<file path="src/rphc_pkg.sv">
package rphc_pkg;
    localparam int          CLK_HZ            = 50_000_000;
    localparam int          FILTER_CLKS       = 4;
    localparam int          LATCH_CLKS        = 5;
    localparam int          HOLD_CLKS         = 18;
    localparam int          FETCH_DELAY_CLKS  = 5;
    localparam int          POR_TIME_US       = 5000;
    localparam int          RC_HZ             = 1_000_000;
    localparam int          POR_RC_TICKS      = POR_TIME_US * (RC_HZ / 1_000_000);
    localparam int          SLEEP_BYPASS_BIT  = 5;
    localparam logic [15:0] RESTART_VECTOR    = 16'h000C;
    localparam logic [7:0]  NOP_OPCODE        = 8'hFF;

    typedef enum logic [1:0] {
        RPHC_RUN     = 2'b00,
        RPHC_QUALIFY = 2'b01,
        RPHC_HOLD    = 2'b10,
        RPHC_RELEASE = 2'b11
    } rphc_state_t;

    // Reset and restart signals handed to the processor core.
    typedef struct packed {
        logic        core_reset;
        logic        fetch_start;
        logic [15:0] fetch_addr;
    } rphc_core_t;
endpackage

</file>
<file path="src/rphc_por_timer.sv">
`timescale 1ns/1ps
`default_nettype none
// One-shot power-on timer counted on ticks from the dedicated RC oscillator.
module rphc_por_timer
    import rphc_pkg::*;
#(
    parameter int TICKS = POR_RC_TICKS
) (
    input  wire logic clk_in,
    input  wire logic rst_in,
    input  wire logic rc_tick_in,
    input  wire logic trigger_in,
    output logic      active_out
);
    logic [15:0] count;

    // Retrigger restarts the full interval; the count advances only on RC ticks.
    always_ff @(posedge clk_in or posedge rst_in) begin
        if (rst_in) begin
            count      <= 16'h0000;
            active_out <= 1'b1;
        end else if (trigger_in) begin
            count      <= 16'h0000;
            active_out <= 1'b1;
        end else if (active_out && rc_tick_in) begin
            count      <= count + 16'h0001;
            active_out <= (count + 16'h0001) < TICKS[15:0];
        end
    end
endmodule // rphc_por_timer
`default_nettype wire

</file>
<file path="src/rphc_top.sv">
`timescale 1ns/1ps
`default_nettype none
// Reset filter, reset stretcher, power-on pin drive and suspend control.
module rphc_top
    import rphc_pkg::*;
#(
    parameter int POR_TICKS = POR_RC_TICKS
) (
    input  wire logic       clk_in,
    input  wire logic       rst_in,
    input  wire logic       reset_pin_in,
    input  wire logic       rc_tick_in,
    input  wire logic       supply_good_in,
    input  wire logic       watchdog_timeout_source_in,
    input  wire logic       sleep_recovery_in,
    input  wire logic [7:0] sleep_ctrl_in,
    input  wire logic       suspend_req_in,
    input  wire logic       irq_serviced_in,
    output logic            reset_pin_out,
    output logic            reset_pin_oe_out,
    output logic            data_strobe_n_out,
    output logic            address_strobe_n_out,
    output logic            core_reset_out,
    output logic            fetch_start_out,
    output logic [15:0]     fetch_addr_out,
    output logic            cpu_clock_suspend_mode_out
);
    rphc_state_t state;
    rphc_state_t next_state;
    logic        pin_sync1;
    logic        pin_sync2;
    logic        supply_q;
    logic [4:0]  count;
    logic [4:0]  next_count;
    logic        por_active;
    logic        por_trigger;
    rphc_core_t  next_core;

    // Hold and release both count as reset for the core; one decode serves state and next state.
    function automatic logic is_reset_phase(input rphc_state_t s);
        return (s == RPHC_HOLD) || (s == RPHC_RELEASE);
    endfunction

    // Two-stage synchroniser on the reset pin; only the second stage is used.
    always_ff @(posedge clk_in or posedge rst_in) begin
        if (rst_in) begin
            pin_sync1 <= 1'b1;
            pin_sync2 <= 1'b1;
            supply_q  <= 1'b0;
        end else begin
            pin_sync1 <= reset_pin_in;
            pin_sync2 <= pin_sync1;
            supply_q  <= supply_good_in;
        end
    end

    wire pin_low   = ~pin_sync2;
    wire supply_up = supply_good_in & ~supply_q;
    wire sleep_por = sleep_recovery_in & ~sleep_ctrl_in[SLEEP_BYPASS_BIT];

    // Power-on timer triggers; bit D5 set lets sleep recovery skip the delay.
    assign por_trigger = supply_up | watchdog_timeout_source_in | sleep_por;

    rphc_por_timer #(
        .TICKS(POR_TICKS)
    ) u_por (
        .clk_in    (clk_in),
        .rst_in    (rst_in),
        .rc_tick_in(rc_tick_in),
        .trigger_in(por_trigger),
        .active_out(por_active)
    );

    // Any internal source forces the hold state directly, skipping the pin filter.
    wire internal_src = por_active | sleep_recovery_in;

    // Sequencer: qualify, latch on the ninth low clock, hold, then delay the fetch.
    always_comb begin
        next_state = state;
        next_count = count;
        case (state)
            RPHC_RUN: begin
                next_count = 5'd0;
                if (internal_src) begin
                    next_state = RPHC_HOLD;
                end else if (pin_low) begin
                    next_state = RPHC_QUALIFY;
                    next_count = 5'd1;
                end
            end
            RPHC_QUALIFY: begin
                if (internal_src) begin
                    next_state = RPHC_HOLD;
                    next_count = 5'd0;
                end else if (!pin_low) begin
                    next_state = RPHC_RUN;
                    next_count = 5'd0;
                end else if (count == 5'(FILTER_CLKS + LATCH_CLKS - 1)) begin
                    next_state = RPHC_HOLD;
                    next_count = 5'd0;
                end else begin
                    next_count = count + 5'd1;
                end
            end
            RPHC_HOLD: begin
                if (count != 5'(HOLD_CLKS)) begin
                    next_count = count + 5'd1;
                end
                if (count >= 5'(HOLD_CLKS - 1) && !pin_low && !internal_src) begin
                    next_state = RPHC_RELEASE;
                    next_count = 5'd0;
                end
            end
            default: begin
                if (internal_src || pin_low) begin
                    next_state = RPHC_HOLD;
                    next_count = 5'd0;
                end else if (count == 5'(FETCH_DELAY_CLKS - 1)) begin
                    next_state = RPHC_RUN;
                end else begin
                    next_count = count + 5'd1;
                end
            end
        endcase
    end

    // The core sees reset in both phases; the fetch starts on the clock that release ends.
    wire next_in_reset = is_reset_phase(next_state);
    wire next_fetch    = (state == RPHC_RELEASE) && (next_state == RPHC_RUN);
    wire in_reset      = is_reset_phase(state);

    // One assignment fills the whole carrier, so the struct has a single driver.
    assign next_core = '{core_reset: next_in_reset, fetch_start: next_fetch, fetch_addr: RESTART_VECTOR};

    // State and registered outputs; every output comes from a flip-flop.
    always_ff @(posedge clk_in or posedge rst_in) begin
        if (rst_in) begin
            state                <= RPHC_HOLD;
            count                <= 5'd0;
            core_reset_out       <= 1'b1;
            fetch_start_out      <= 1'b0;
            fetch_addr_out       <= 16'h0000;
        end else begin
            state                <= next_state;
            count                <= next_count;
            core_reset_out       <= next_core.core_reset;
            fetch_start_out      <= next_core.fetch_start;
            fetch_addr_out       <= next_core.fetch_start ? next_core.fetch_addr : fetch_addr_out;
        end
    end

    // Strobes: data strobe held low, address strobe flips every clock during reset.
    // One flip per clock gives the fastest toggle this single clock can make.
    always_ff @(posedge clk_in or posedge rst_in) begin
        if (rst_in) begin
            data_strobe_n_out    <= 1'b0;
            address_strobe_n_out <= 1'b1;
        end else begin
            data_strobe_n_out    <= ~next_core.core_reset;
            address_strobe_n_out <= next_core.core_reset ? ~address_strobe_n_out : 1'b1;
        end
    end

    // Open-drain reset pin: only ever pulled low, released once the timer ends.
    always_ff @(posedge clk_in or posedge rst_in) begin
        if (rst_in) begin
            reset_pin_out    <= 1'b0;
            reset_pin_oe_out <= 1'b1;
        end else begin
            reset_pin_out    <= 1'b0;
            reset_pin_oe_out <= por_active;
        end
    end

    // Suspend stops the core clock until an enabled interrupt is serviced.
    // The pipeline flush before suspend is left to software.
    always_ff @(posedge clk_in or posedge rst_in) begin
        if (rst_in) begin
            cpu_clock_suspend_mode_out <= 1'b0;
        end else if (in_reset || irq_serviced_in) begin
            cpu_clock_suspend_mode_out <= 1'b0;
        end else if (suspend_req_in) begin
            cpu_clock_suspend_mode_out <= 1'b1;
        end
    end

    property p_short_pulse_ignored;
        @(posedge clk_in) disable iff (rst_in)
        (state == RPHC_RUN && !internal_src && pin_low) ##1 (!pin_low && !internal_src) ##1 !internal_src
            |-> !core_reset_out ##1 !core_reset_out;
    endproperty
    a_short_pulse_ignored: assert property (p_short_pulse_ignored) else $error("short reset pulse caused reset");

    property p_latch_fifth;
        @(posedge clk_in) disable iff (rst_in)
        ($rose(state == RPHC_QUALIFY) && pin_low && !internal_src) ##1 (pin_low && !internal_src) [*7]
            |-> ##1 state == RPHC_HOLD;
    endproperty
    a_latch_fifth: assert property (p_latch_fifth) else $error("reset not latched after qualification");

    property p_hold_min;
        @(posedge clk_in) disable iff (rst_in)
        $rose(state == RPHC_HOLD) |-> core_reset_out [*8];
    endproperty
    a_hold_min: assert property (p_hold_min) else $error("internal reset released early");

    property p_strobes;
        @(posedge clk_in) disable iff (rst_in)
        core_reset_out && $past(core_reset_out) && !$past(rst_in)
            |-> !data_strobe_n_out && address_strobe_n_out != $past(address_strobe_n_out);
    endproperty
    a_strobes: assert property (p_strobes) else $error("strobes wrong during reset");

    property p_fetch_delay;
        @(posedge clk_in) disable iff (rst_in)
        $fell(core_reset_out) |-> fetch_start_out && fetch_addr_out == RESTART_VECTOR;
    endproperty
    a_fetch_delay: assert property (p_fetch_delay) else $error("fetch not started at restart vector");

    property p_pin_drive;
        @(posedge clk_in) disable iff (rst_in)
        por_active |=> reset_pin_oe_out && !reset_pin_out;
    endproperty
    a_pin_drive: assert property (p_pin_drive) else $error("reset pin not pulled low");

    property p_pin_release;
        @(posedge clk_in) disable iff (rst_in)
        !por_active |=> !reset_pin_oe_out;
    endproperty
    a_pin_release: assert property (p_pin_release) else $error("reset pin still driven");

    property p_wdt_trigger;
        @(posedge clk_in) disable iff (rst_in)
        watchdog_timeout_source_in |=> por_active ##1 core_reset_out;
    endproperty
    a_wdt_trigger: assert property (p_wdt_trigger) else $error("watchdog did not start timer");

    property p_suspend_exit;
        @(posedge clk_in) disable iff (rst_in)
        cpu_clock_suspend_mode_out && irq_serviced_in |=> !cpu_clock_suspend_mode_out;
    endproperty
    a_suspend_exit: assert property (p_suspend_exit) else $error("suspend not left on interrupt");

    property p_filter_restart;
        @(posedge clk_in) disable iff (rst_in)
        state == RPHC_QUALIFY && !pin_low && !internal_src |=> state == RPHC_RUN;
    endproperty
    a_filter_restart: assert property (p_filter_restart) else $error("filter did not restart");

    // Outside reset both strobes rest high so the core bus stays idle.
    property p_strobes_idle;
        @(posedge clk_in) disable iff (rst_in)
        !core_reset_out |-> data_strobe_n_out && address_strobe_n_out;
    endproperty
    a_strobes_idle: assert property (p_strobes_idle) else $error("strobes active outside reset");

    // A fetch pulse always carries the restart vector and never overlaps reset.
    property p_fetch_vector;
        @(posedge clk_in) disable iff (rst_in)
        fetch_start_out |-> !core_reset_out && fetch_addr_out == RESTART_VECTOR;
    endproperty
    a_fetch_vector: assert property (p_fetch_vector) else $error("fetch pulse without restart vector");

    // An undisturbed release phase ends in the fetch pulse after the fixed delay.
    property p_release_to_fetch;
        @(posedge clk_in) disable iff (rst_in)
        ($rose(state == RPHC_RELEASE) && !pin_low && !internal_src) ##1 (!pin_low && !internal_src) [*4]
            |-> ##1 fetch_start_out;
    endproperty
    a_release_to_fetch: assert property (p_release_to_fetch) else $error("fetch delay after release wrong");

    // A pin still held low keeps the stretcher in its hold phase.
    property p_hold_while_pin_low;
        @(posedge clk_in) disable iff (rst_in)
        state == RPHC_HOLD && pin_low |=> state == RPHC_HOLD;
    endproperty
    a_hold_while_pin_low: assert property (p_hold_while_pin_low) else $error("hold left while pin low");

    // A running power-on timer forces the hold phase from any state.
    property p_internal_forces_hold;
        @(posedge clk_in) disable iff (rst_in)
        por_active |=> state == RPHC_HOLD;
    endproperty
    a_internal_forces_hold: assert property (p_internal_forces_hold) else $error("timer did not force hold");

    // Sleep recovery with the bypass bit clear starts the power-on timer.
    property p_sleep_starts_timer;
        @(posedge clk_in) disable iff (rst_in)
        sleep_recovery_in && !sleep_ctrl_in[SLEEP_BYPASS_BIT] |=> por_active;
    endproperty
    a_sleep_starts_timer: assert property (p_sleep_starts_timer) else $error("sleep recovery missed timer");

    // With the bypass bit set and no other trigger, the timer stays idle.
    property p_sleep_bypass;
        @(posedge clk_in) disable iff (rst_in)
        sleep_recovery_in && sleep_ctrl_in[SLEEP_BYPASS_BIT] && !por_active && !supply_up
            && !watchdog_timeout_source_in |=> !por_active;
    endproperty
    a_sleep_bypass: assert property (p_sleep_bypass) else $error("bypassed sleep recovery started timer");

    // Suspend holds until an interrupt is serviced, and any reset clears it.
    property p_suspend_stays;
        @(posedge clk_in) disable iff (rst_in)
        cpu_clock_suspend_mode_out && !irq_serviced_in && !in_reset |=> cpu_clock_suspend_mode_out;
    endproperty
    a_suspend_stays: assert property (p_suspend_stays) else $error("suspend left without interrupt");
endmodule // rphc_top
`default_nettype wire

</file>
<file path="config.mk">
export PLATFORM = sky130hd
export DESIGN_NAME = rphc_top
export DESIGN_NICKNAME = d
export VERILOG_FILES = /design/src/rphc_pkg.sv /design/src/rphc_por_timer.sv /design/src/rphc_top.sv
export SDC_FILE = /design/constraint.sdc
export NUM_CORES = 1
export LEC_CHECK = 0
export ABC_AREA = 1
export BUFFER_PORTS_ARGS = -buffer_cell sky130_fd_sc_hd__buf_2
export CORE_MARGIN = 4
export CORE_UTILIZATION = 35
export DETAILED_ROUTE_END_ITERATION = 12
export PLACE_DENSITY = 0.61
export SYNTH_ARGS = -nofsm -noshare
export SYNTH_HDL_FRONTEND = slang
export SYNTH_SLANG_ARGS = --single-unit
export TNS_END_PERCENT = 30
</file>
<file path="constraint.sdc">
create_clock -name clk_in -period 2.17 [get_ports clk_in]
set_input_delay 0.651 -clock clk_in [delete_from_list [all_inputs] [get_ports clk_in]]
set_output_delay 0.651 -clock clk_in [all_outputs]
set_load 0.02 [all_outputs]
</file>
# == Word-level counts from Yosys, hierarchy flattened ==
# Cells that the tools add are included.
# word_totals
ff_bits,34
inputBits,17
word_cells,78
# op_classes
add_sub_neg,2
order_cmp,2
eq_ne,10
n_mux,26
bitwise_logic,10
n_reduce_logical,14
# op_table
operator,n
2-to-1 mux 5 bit,7
2-to-1 mux 16 bit,2
adder 16 x 1 -> 16 bit (second input constant),1
< comparator 16 x 13 -> 1 bit (second input constant),1
2-to-1 mux 2 bit,8
one-hot mux 5 bit (3 select lines),1
== test 2 bit (second input constant),4
2-to-1 mux 1 bit,7
one-hot mux 2 bit (3 select lines),1
adder 5 x 1 -> 5 bit (second input constant),1
== test 5 x 3 -> 1 bit (second input constant),1
== test 5 x 4 -> 1 bit (second input constant),1
greater-or-equal comparator 5 bit (second input constant),1
!= test 5 x 2 -> 1 bit (second input constant),1
!= test 5 bit (second input constant),1
inverter 1 bit,5
logical AND 1 bit,4
zero test 2 bit,2
logical OR 1 bit,4
nonzero test 2 bit,2
!= test 3 bit (second input constant),1
OR 1 bit,3
bitwise AND 1 bit,2
== test 2 x 1 -> 1 bit (second input constant),1
other kinds (2),2

# == Longest topological paths before layout ==
# Gate-level depths: netlist of the first run.
# logic_depth
ltp_word,8
ltp_mapped,14
mapped_depth_nobuf,14

# == Hierarchy ==
# A second synthesis of the first run with hierarchy kept.
# unflattened
cells_unflattened,296
area_unflattened_um2,2249.7
# modules_own_cells
mod,instances,cells_each,area_each_um2,seq_area_each_um2
rphc_top,1,141,1171.1,432.9
rphc_por_timer,1,155,1078.5,426.7

# == Worst setup path after synthesis of the first run ==
# No wires, ideal clock.
# synth_timing
kind,register to register
start,register state[1]
end,register fetch_addr_out[2] (netlist name)
setup_time_ps,124
arrival_ps,1401
required_time_ps,2046
setup_slack_ps,645
stages_incl_launch_ff,8
path_buffers,0
synth_period_minus_slack_ps,1525
cell_sequence,dfstp_2 -> ha_1 -> inv_1 -> nor4_2 -> inv_1 -> nand3_1 -> inv_1 -> or2_1
# synth_between
elab_chain_cells,6
word_cells_on_any_way,15
cone_classes,eq/ne (3); mux (9); reduce/logical (3)
# synth_lines
element,line,rtl
start: declaration,rphc_top.sv:28,rphc_state_t state;
start signal: assignment,rphc_top.sv:144,state <= next_state;
2-to-1 mux 2 bit,rphc_top.sv:98,end else if (count == 5'(FILTER_CLKS + LATCH_CLKS - 1)) begin
2-to-1 mux 2 bit,rphc_top.sv:95,end else if (!pin_low) begin
2-to-1 mux 2 bit,rphc_top.sv:92,if (internal_src) begin
one-hot mux 2 bit (3 select lines),rphc_top.sv:81,case (state)
zero test 2 bit,rphc_top.sv:129,wire next_fetch = (state == RPHC_RELEASE) && (next_state == RPHC_RUN);
logical AND 1 bit *,rphc_top.sv:129,
net next_fetch,rphc_top.sv:129,
# Mark *: on every way through the listed nets, which the timed path passes. The rest lies on a longest branch.
# A chain may end at the register's enable or synchronous reset.

# == Final worst setup path of the first run ==
# layout_timing
start,register u_por.count[0]
end,register u_por.active_out
# layout_between
elab_chain_cells,4
# layout_lines
element,line,rtl
start: declaration,rphc_por_timer.sv:15,logic [15:0] count;
start signal: assignment,rphc_por_timer.sv:26,count <= count + 16'h0001;
adder 16 x 1 -> 16 bit,rphc_por_timer.sv:27,active_out <= (count + 16'h0001) < TICKS[15:0];
< comparator 16 x 13 -> 1 bit,rphc_por_timer.sv:27,
2-to-1 mux 1 bit,rphc_por_timer.sv:25,end else if (active_out && rc_tick_in) begin
2-to-1 mux 1 bit,rphc_por_timer.sv:22,end else if (trigger_in) begin
end signal: assignment,rphc_por_timer.sv:27,
end: declaration,rphc_por_timer.sv:13,output logic active_out
# Every way passes these cells. The select of a mux whose other input is x is not followed.

==> results of run 1 <==
-- cells in the mapped netlist, types with 2 or more instances --
cell      n
dfrtp_1  27
inv_1    33
nand2_2   5
o21ai_0  15
nand3_2   2
buf_4    16
nor2_2    8
dfstp_2   7
inv_2     2
nand2_1  64
nor2_1   17
or2_1     2
nor2_4    3
ha_1      9
xor2_1    5
o22ai_1   5
nor3_1    4
a21oi_1   7
nand4_1   6
nand3_1  22
-- flip-flops by register name (all words and copies together) (netlist names) --
| signal | count |
|---|---|
| supply_q | 1 |
| data_strobe_n_out | 1 |
| cpu_clock_suspend_mode_out | 1 |
| u_por.active_out | 1 |
| pin_sync1 | 1 |
| fetch_addr_out | 1 |
| reset_pin_oe_out | 1 |
| state | 2 |
| address_strobe_n_out | 1 |
| pin_sync2 | 1 |
| count | 5 |
| fetch_start_out | 1 |
| u_por.count | 16 |
| core_reset_out | 1 |
-- where the power goes --
group          total [W]  internal (W)  switching [W]  leakage (nW)
combinational   0.000508      0.000171       0.000337         0.625
clock           0.000715      0.000461       0.000254        0.0683
sequential      0.000848      0.000754      0.0000940         0.436
-- worst max-delay path: stages, from the launching register on --
cell and delay, ps:
dfrtp_1 430, ha_1 240, nand3_1 140, nor2_1 250, nand2_1 90, nand2_1 100
nand3_1 90, nand3_1 90, nand2_1 60, nand2_1 50, nand2_1 50, nand2_1 50
nand2_1 40, nand2_1 60
-- per-stage QoR --
step	cells	hold slack [ps]	power, W	setup slack, ps
floorplan	281	345	0.00125	510
global placement	356	346	0.00135	223
detailed placement	356	347	0.00137	208
CTS	364	359	0.00210	381
global route	364	364	0.00222	133
finish	364	358	0.00207	375
-- metal layers --
layer	part of all wire (%)	wire length (um)	GRT usage [%]
met4	0.85	36	4.17
met3	6.1	256	3.01
met1	49	2090	17.8
met5	0	0	0
met2	44	1840	19.4
-- area by class of cell --
class	instances	area, um2	area share (%)
clock buffer	5	68.8	2.92
clock inverter	3	68.8	2.92
tap	72	90.1	3.83
timing repair buffer	20	108	4.57
sequential	34	860	36.5
multi-input combinational	194	1020	43.5
inverter	36	135	5.74
-- worst max-delay path by stage --
stage,from,endpoint,depth (start not counted)
CTS,u_por.count[0],u_por.active_out,13
finish,u_por.count[0],u_por.active_out,13
floorplan,sleep_recovery_in,fetch_addr_out[2],9
global route,u_por.count[0],u_por.active_out,13
global placement,sleep_recovery_in,fetch_addr_out[2],10
detailed placement,sleep_recovery_in,count[3],13
-- kinds of logic after synthesis --
logic type                 synth area share (%)
buffers and inverters                      12.4
adders and majority gates                  5.38
DFF                                        41.1
and+or+nand+nor                            31.3
other                                     0.179
AOI/OAI and AO/OA                          7.54
xor gates and xnor gates                   2.09
==> flow_summary.toml, run 1 <==
[outcome]
status = "completed"

[placed_design]
gp_congestion = 0.860
portBuffers = 17
dpl_cell_area_mm2 = 0.00222
dp_hpwl_um = 3200

[synth]
ys_ff_latch = 34
synthTopCellsByArea = "dfrtp_1 (32%), nand2_1 (11%), dfstp_2 (8.8%), inv_1 (5.9%), buf_4 (5.7%)"
synth_top_flop_cell = "dfrtp_1"
syn_area_mm2 = 0.00209
yosys.area.top_type_share_pct = 32.3
synth_cells = 267
async_flop_share_pct = 100
yosys.area.top_type = "dfrtp_1"
synth_warnings = 0
synth_edf_count = 0
yosys.cell_types.count = 28
synth_seq_area_share_pct = 41.1
avgSynthCellArea_um2 = 7.84

[critical_path]
setup.worst_path.start_class = "flop"
crit_fanout = 5
reg2reg_depth = 13
reg2reg_slack_ps = 380
path_class = "reg -> reg"
worstPathRequired_ps = 2400
worst_setup_path_end_kind = "flop"
r2r-start = "u_por.count[0]"
cp.arrival_ps = 2020
r2r_end = "u_por.active_out"

[route]
drt_iter0_drc = 83
via_per_inst = 4.71
via_count = 1715
firstDrtPassIters = 4
ant_nets = 0
drc_errors = 0
drt-total-wl_um = 4220
routedWlPerCell_um = 11.6

[clock_network]
cts_buffers = 5
htreeDepth = 2
post_cts_resized = 0
clk_pin_slew_ps = 70
cts_hold_buf = 0
worstSkewPairLatency_ps = 280
cts_tree = "built"
cts.sinks = 34
postCtsSetupBuffers = 0
clockBufferDepth = 2
ctsRootBufferMaster = "clkbuf_8"

[global_routing]
grt_pass1_wl_um = 7560
grt_max_degree = 35
grt_pass1_vias = 1656
grt-ovfl-total = 0
antenna_found_initial = 0
grt_use_total_pct = 12.8

[die]
core-area_mm2 = 0.00564
die_w_um = 85.3
ios = 40
die_area_mm2 = 0.00728
start_util_pct = 37.1
rows = 27
fp.dieH_um = 85.3

[hold_path]
min-delay-start = "pin_sync1"
hold_depth = 0
hp-class = "reg -> reg"
worstHoldEndpoint = "pin_sync2"

[finish]
diodes = 0
final_cell_mix = "nand2_1 (64), inv_1 (33), dfrtp_1 (27)"
drive_above_1_share_pct = 19.9
finish.instance_area_mm2 = 0.00235
fill_cells = 564
post-route-util_pct = 41.7
layout_commonest_cell = "nand2_1"
final_nets = 317
layout-area-overhead-vs-synth_pct = 12.6

[timing]
hold_viol = 0
max_freq_mhz = 557
final_max_slew_viol_count = 0
tns_ps = 0
fin_crit_ps = 1790
finClkSkew_ps = 4.69
rsz0062_at_grt = "no"
setup_viol = 0
period_share_pct = 82.7

[power_and_ir_drop]
power_density_mw_per_mm2 = 879
power.leakage_nw = 1.13
ir_drop_v = 0.000345

[job]
cap_violations = 0
(Power assumes the default switching activity.)
==> run 2, diff against run 1 <==
ABC_AREA = 0   (was 1)
PLACE_DENSITY = 0.63   (was 0.61)
clock period = 1.55 ns   (was 2.17 ns; I/O delays follow)
==> run 2 against run 1 <==
Net effect:
- highest routed layer unchanged
- the run now ends with setup timing left
- utilization increased by 11 points
- clock-buffer cell count rose by 1
- clock skew rose by 4.0 ps
- worst hold slack worse by 150 ps
- combinational power rose to 3.2 times the previous value
- via count increased by 12%
- largest power group is now combinational cells
- largest cell class unchanged
- critical path depth is 6 lower
- clock power down 7.6%
==> flow_summary.toml, run 2 <==
[critical_path]
path_class = "reg -> reg"
setup.worst_path.start_class = "flop"
critPathLaunch = "u_por.count[0]"
r2r_end = "u_por.active_out"
worst_setup_path_end_kind = "flop"
worstPathRequired_ps = 1760
reg2reg_slack_ps = -410
reg2reg_depth = 7
cp.arrival_ps = 2170
r2r-start = "u_por.count[0]"
crit_fanout = 4

[synth]
async_flop_share_pct = 100
synth_common_cells = "dfrtp_1 (27), nor2_1 (21), buf_4 (16), nand2_1 (15), inv_1 (14)"
synthTopCellsByArea = "dfrtp_1 (32%), dfstp_2 (8.7%), buf_4 (5.7%), ha_1 (5.3%), nor2_1 (3.7%)"
yosysMostFrequentCell = "dfrtp_1"
yosys.area.top_type_share_pct = 31.9
synth_cells = 223
synth_edf_count = 0
syn_area_mm2 = 0.00212
ys_ff_latch = 34
synth_top_flop_cell = "dfrtp_1"
yosys.area.top_type = "dfrtp_1"
synth_seq_area_share_pct = 40.6
avgSynthCellArea_um2 = 9.49
yosys.cell_types.count = 50
synth_warnings = 0

[global_routing]
grt-ovfl-total = 0
grt_use_total_pct = 14.4
grt_max_degree = 35
grt_pass1_wl_um = 8540
grt_pass1_vias = 1938
antenna_found_initial = 0

[clock_network]
clockBufferDepth = 2
htreeDepth = 2
cts_hold_buf = 0
worstSkewPairLatency_ps = 280
ctsRootBufferMaster = "clkbuf_8"
cts_buffers = 5
cts_tree = "built"
cts.sinks = 34
clk_pin_slew_ps = 70

[power_and_ir_drop]
power_switching_share_pct = 35.6
clkPwrFrac_pct = 19.6
switchingPower_w = 0.00120
combPwrFrac_pct = 47.8
power_density_mw_per_mm2 = 1080
power.leakage_nw = 1.31
ir_drop_v = 0.000793
power_frac_seq_pct = 32.7
p_int_w = 0.00218

[timing]
hold_viol = 0
final_max_slew_viol_count = 0
period_share_pct = 127
tns_ps = -2810
max_freq_mhz = 510
rsz0062_at_grt = "yes"
fin_crit_ps = 1960
setup_slack_ps = -412
finClkSkew_ps = 8.72
setup_viol = 13

[route]
top_layer = "met4"
firstDrtPassIters = 4
drc_errors = 0
wl_met3_um = 163
ant_nets = 0
via_count = 1924
wl_met1_um = 2290
via_per_inst = 5.04
routedWlPerCell_um = 13.8
drt-total-wl_um = 5260
dr_wl_met2_um = 2680
drt_iter0_drc = 42

[finish]
diodes = 0
fill_cells = 524
largest_reg_flops = 16
final_cell_mix = "buf_4 (56), dfrtp_1 (27), buf_2 (17)"
final_nets = 332
layout_commonest_cell = "buf_4"
top_register = "u_por.count"
finish.instance_area_mm2 = 0.00312
fin_cells = 382
drive_above_1_share_pct = 51.5
top_regs = "u_por.count: 16 flops, count: 5 flops, state: 2 flops"
layout-area-overhead-vs-synth_pct = 47.6

[outcome]
status = "finished with violations"
violations = "setup timing"

[hold_path]
hp-class = "in -> async"

[die]
ios = 40
fp.dieH_um = 85.8
start_util_pct = 36.0
core-area_mm2 = 0.00589
die_area_mm2 = 0.00736
die_w_um = 85.8
rows = 28

[placed_design]
gp_congestion = 0.812
dpl_cell_area_mm2 = 0.00267
dp.cells = 367
portBuffers = 17
dp_hpwl_um = 3640

[job]
cap_violations = 0
run 2: cell count changes in the layout (fill, tap and decap cells not counted), moves of 6 or more:
cell / delta
buf_4: +53
nand2_1: -51
inv_1: -23
nand3_1: -14
o21ai_0: -9
buf_6: +8
ha_1: -7
xnor2_1: +6
run 2: through the flow:
stage                     utilization (%)  power (W)  worst slack, ps  hold slack (ps)
after floorplan                         -    0.00173             -345              345
after global placement               45.4    0.00221             -324              349
after detailed placement             45.4    0.00223             -396              348
after CTS                            48.9    0.00312             -408              206
after global routing                 53.1    0.00359             -497              207
final                                53.1    0.00338             -412              208
run 2: routing by layer:
layer | vias up | global-route usage [%]
li1 | 931 | -
met1 | 938 | 17.5
met2 | 40 | 24.2
met3 | 15 | 4.13
met4 | 0 | 5.47
met5 | - | 0
run 2: power groups by stage:
stage               logic (W)  clock network [W]  registers [W]
floorplan            0.000523                  0        0.00121
global placement      0.00110                  0        0.00111
detailed placement    0.00112                  0        0.00112
CTS                   0.00134           0.000683        0.00110
global route          0.00174           0.000727        0.00112
finish                0.00161           0.000661        0.00110
run 2: area by class of cell:
class	count	area, um2	area share [%]
tap	75	93.8	3.00
timing repair buffer	82	616	19.7
clock inverter	2	13.8	0.441
sequential	34	860	27.5
inverter	14	55.1	1.76
multi-input combinational	169	1410	45.3
clock buffer	6	72.6	2.32
run 2: cell families after synthesis:
kind of cell / synth area share, %
compound gates: 14.2
xor+xnor: 5.38
fa+ha+maj: 5.32
buf+inv: 8.98
flops: 40.6
mux: 1.48
other cells: 0.177
simple gates: 23.9
run 2: worst max-delay path by stage:
stage | end
final | u_por.active_out
after global placement | count[0]
after global routing | u_por.active_out
after CTS | u_por.active_out
after floorplan | u_por.active_out
after detailed placement | u_por.active_out
run 2: repair_timing:
item                                    in CTS  in global routing
setup buffers                                3                  4
endpoints found under the hold margin        0                  0
pin swaps                                   13                 21
endpoints found under the setup margin      22                 25
gates resized for setup                     27                 49
run 2: critical path: stages (launching register included):
cell and delay, ps:
dfrtp_1 390, ha_4 150, nand4_1 100, buf_6 150, or4_4 420, a2111oi_4 370, nor4bb_2 100, a211oi_2 210
==> run 3, diff against run 2 <==
==> constraint.sdc (replaced) <==
create_clock -name clk_in -period 1.55 [get_ports clk_in]
set_input_delay 0.31 -clock clk_in [delete_from_list [all_inputs] [get_ports clk_in]]
set_output_delay 0.31 -clock clk_in [all_outputs]
set_load 0.02 [all_outputs]
==> run 3 against run 2 <==
Net effect:
- the flow still finishes with violations (setup timing)
- sequential share of layout area grew 1.9 points
- first-iteration DRC count shrank 24%
- worst hold slack lost 100 ps
- clock skew grew 2.8 ps
- die area is the same
- global-route usage grew 0.70 points
- non-clock buffer count shrank 10
- cell count shrank 2.6%
- critical path depth shrank 1
- register-to-register slack gained 40 ps
==> flow_summary.toml, run 3 (synthesized netlist as in run 2, its figures left out) <==
[critical_path]
crit_buf_inv = 0
worstPathRequired_ps = 1730
r2r-start = "count[0]"
critPathLaunch = "count[0]"
cp.arrival_ps = 2100
cp_cell_sequence = "ha_2, or3_4, a2111o_1, nand2_2, mux2i_1, o31ai_1"
path_class = "reg -> reg"
crit_fanout = 4
path_delay_family = "compound AO/OA/AOI/OAI gates"
setup.worst_path.start_class = "flop"
worst_setup_path_end_kind = "flop"
slowest_delay_ps = 440
cp_slowest_cell = "a2111o_1"

[clock_network]
clockBufferDepth = 2
cts.sinks = 34
ctsRootBufferMaster = "clkbuf_8"
cts_buffers = 5
htreeDepth = 2
cts_tree = "built"
worstSkewPairLatency_ps = 290
cts_hold_buf = 0
clk_pin_slew_ps = 80

[die]
start_util_pct = 36.0
ios = 40
rows = 28
die_area_mm2 = 0.00736
fp.dieH_um = 85.8
core-area_mm2 = 0.00589
die_w_um = 85.8

[route]
drt_iter0_drc = 32
drt-total-wl_um = 5060
routedWlPerCell_um = 13.6
via_per_inst = 4.87
wl_met1_um = 2210
via_count = 1811
wl_met3_um = 173
firstDrtPassIters = 4
top_layer = "met4"
drc_errors = 0
dr_wl_met2_um = 2580
ant_nets = 0

[placed_design]
dp_worst_setup_slack_ps = -462
dpl_cell_area_mm2 = 0.00262
portBuffers = 17
dp_hpwl_um = 3650
gp_congestion = 0.864

[timing]
fin_hold_ws_ps = 105
rsz0062_at_grt = "yes"
max_freq_mhz = 521
finClkSkew_ps = 11.5
setup_slack_ps = -371
tns_ps = -3050
setup_viol = 17
hold_viol = 0
final_max_slew_viol_count = 0
period_share_pct = 124
fin_crit_ps = 1920

[global_routing]
grt_max_degree = 35
grt_use_total_pct = 15.1
grt_pass1_wl_um = 8830
grt_pass1_vias = 1890
grt-ovfl-total = 0
antenna_found_initial = 0

[finish]
layout_commonest_cell = "buf_4"
diodes = 0
largest_reg_flops = 16
final_nets = 322
top_regs = "u_por.count: 16 flops, count: 5 flops, state: 2 flops"
post-route-util_pct = 49.6
finish.instance_area_mm2 = 0.00292
top_register = "u_por.count"
final_cell_mix = "buf_4 (51), dfrtp_1 (27), nor2_1 (17), buf_2 (17), conb_1 (15)"
drive_above_1_share_pct = 43.8
layout-area-overhead-vs-synth_pct = 37.8

[hold_path]
hp-class = "in -> async"

[power_and_ir_drop]
ir_drop_v = 0.000719
power_density_mw_per_mm2 = 1030
power.leakage_nw = 1.26

[outcome]
status = "finished with violations"
violations = "setup timing"

[job]
cap_violations = 0
## run 3: changes by cell type in the layout (fill, tap and decap cells not counted), sizes merged
cell,before,now
buf,82,72
## run 3: metrics by stage
step	cells	power [W]
5_1_grt	372	0.00323
3_3_place_gp	361	0.00215
6_report	372	0.00301
3_5_place_dp	361	0.00218
4_1_cts	372	0.00301
2_1_floorplan	237	0.00173
## run 3: repair_timing
action,in CTS,in global routing
pin swaps,14,5
setup buffers,3,0
resized for setup,32,17
endpoints found under the setup margin,24,25
## run 3: layer usage
metal / up-vias / global-route usage [%]
li1: 910 / -
met1: 867 / 18.6
met2: 26 / 25.7
met3: 8 / 3.55
met4: 0 / 5.76
met5: - / 0
## run 3: worst min-delay path, delay by kind of cell
| kind | cells | cell delay (ps) |
|---|---|---|
| buffers and inverters | 3 | 520 |
## run 3: power breakdown
part	internal, W	switching, W
clock	0.000317	0.000343
combinational	0.000601	0.000644
sequential	0.00103	0.0000730
total	0.00195	0.00106
## run 3: path summary, 6_finish.rpt
kind | to | slack [ps] | cells after the start
worst min register to register | pin_sync2 | 360 | 0
worst max register to register | count[0] | -370 | 6
worst min-delay path | u_por.count[14] | 110 | 3
worst max-delay path | count[0] | -370 | 6
min in group clk_in | pin_sync1 | 110 | 1
max in group asynchronous | pin_sync1 | 1100 | 3
## run 3: layout make-up
cell class                      instances  area, um2
Fill cell                             569       2970
Multi-Input combinational cell        169       1310
Sequential cell                        34        860
Timing Repair Buffer                   72        513
Tap cell                               75       93.8
Clock buffer                            6       72.6
Inverter                               14       52.6
Clock inverter                          2       13.8
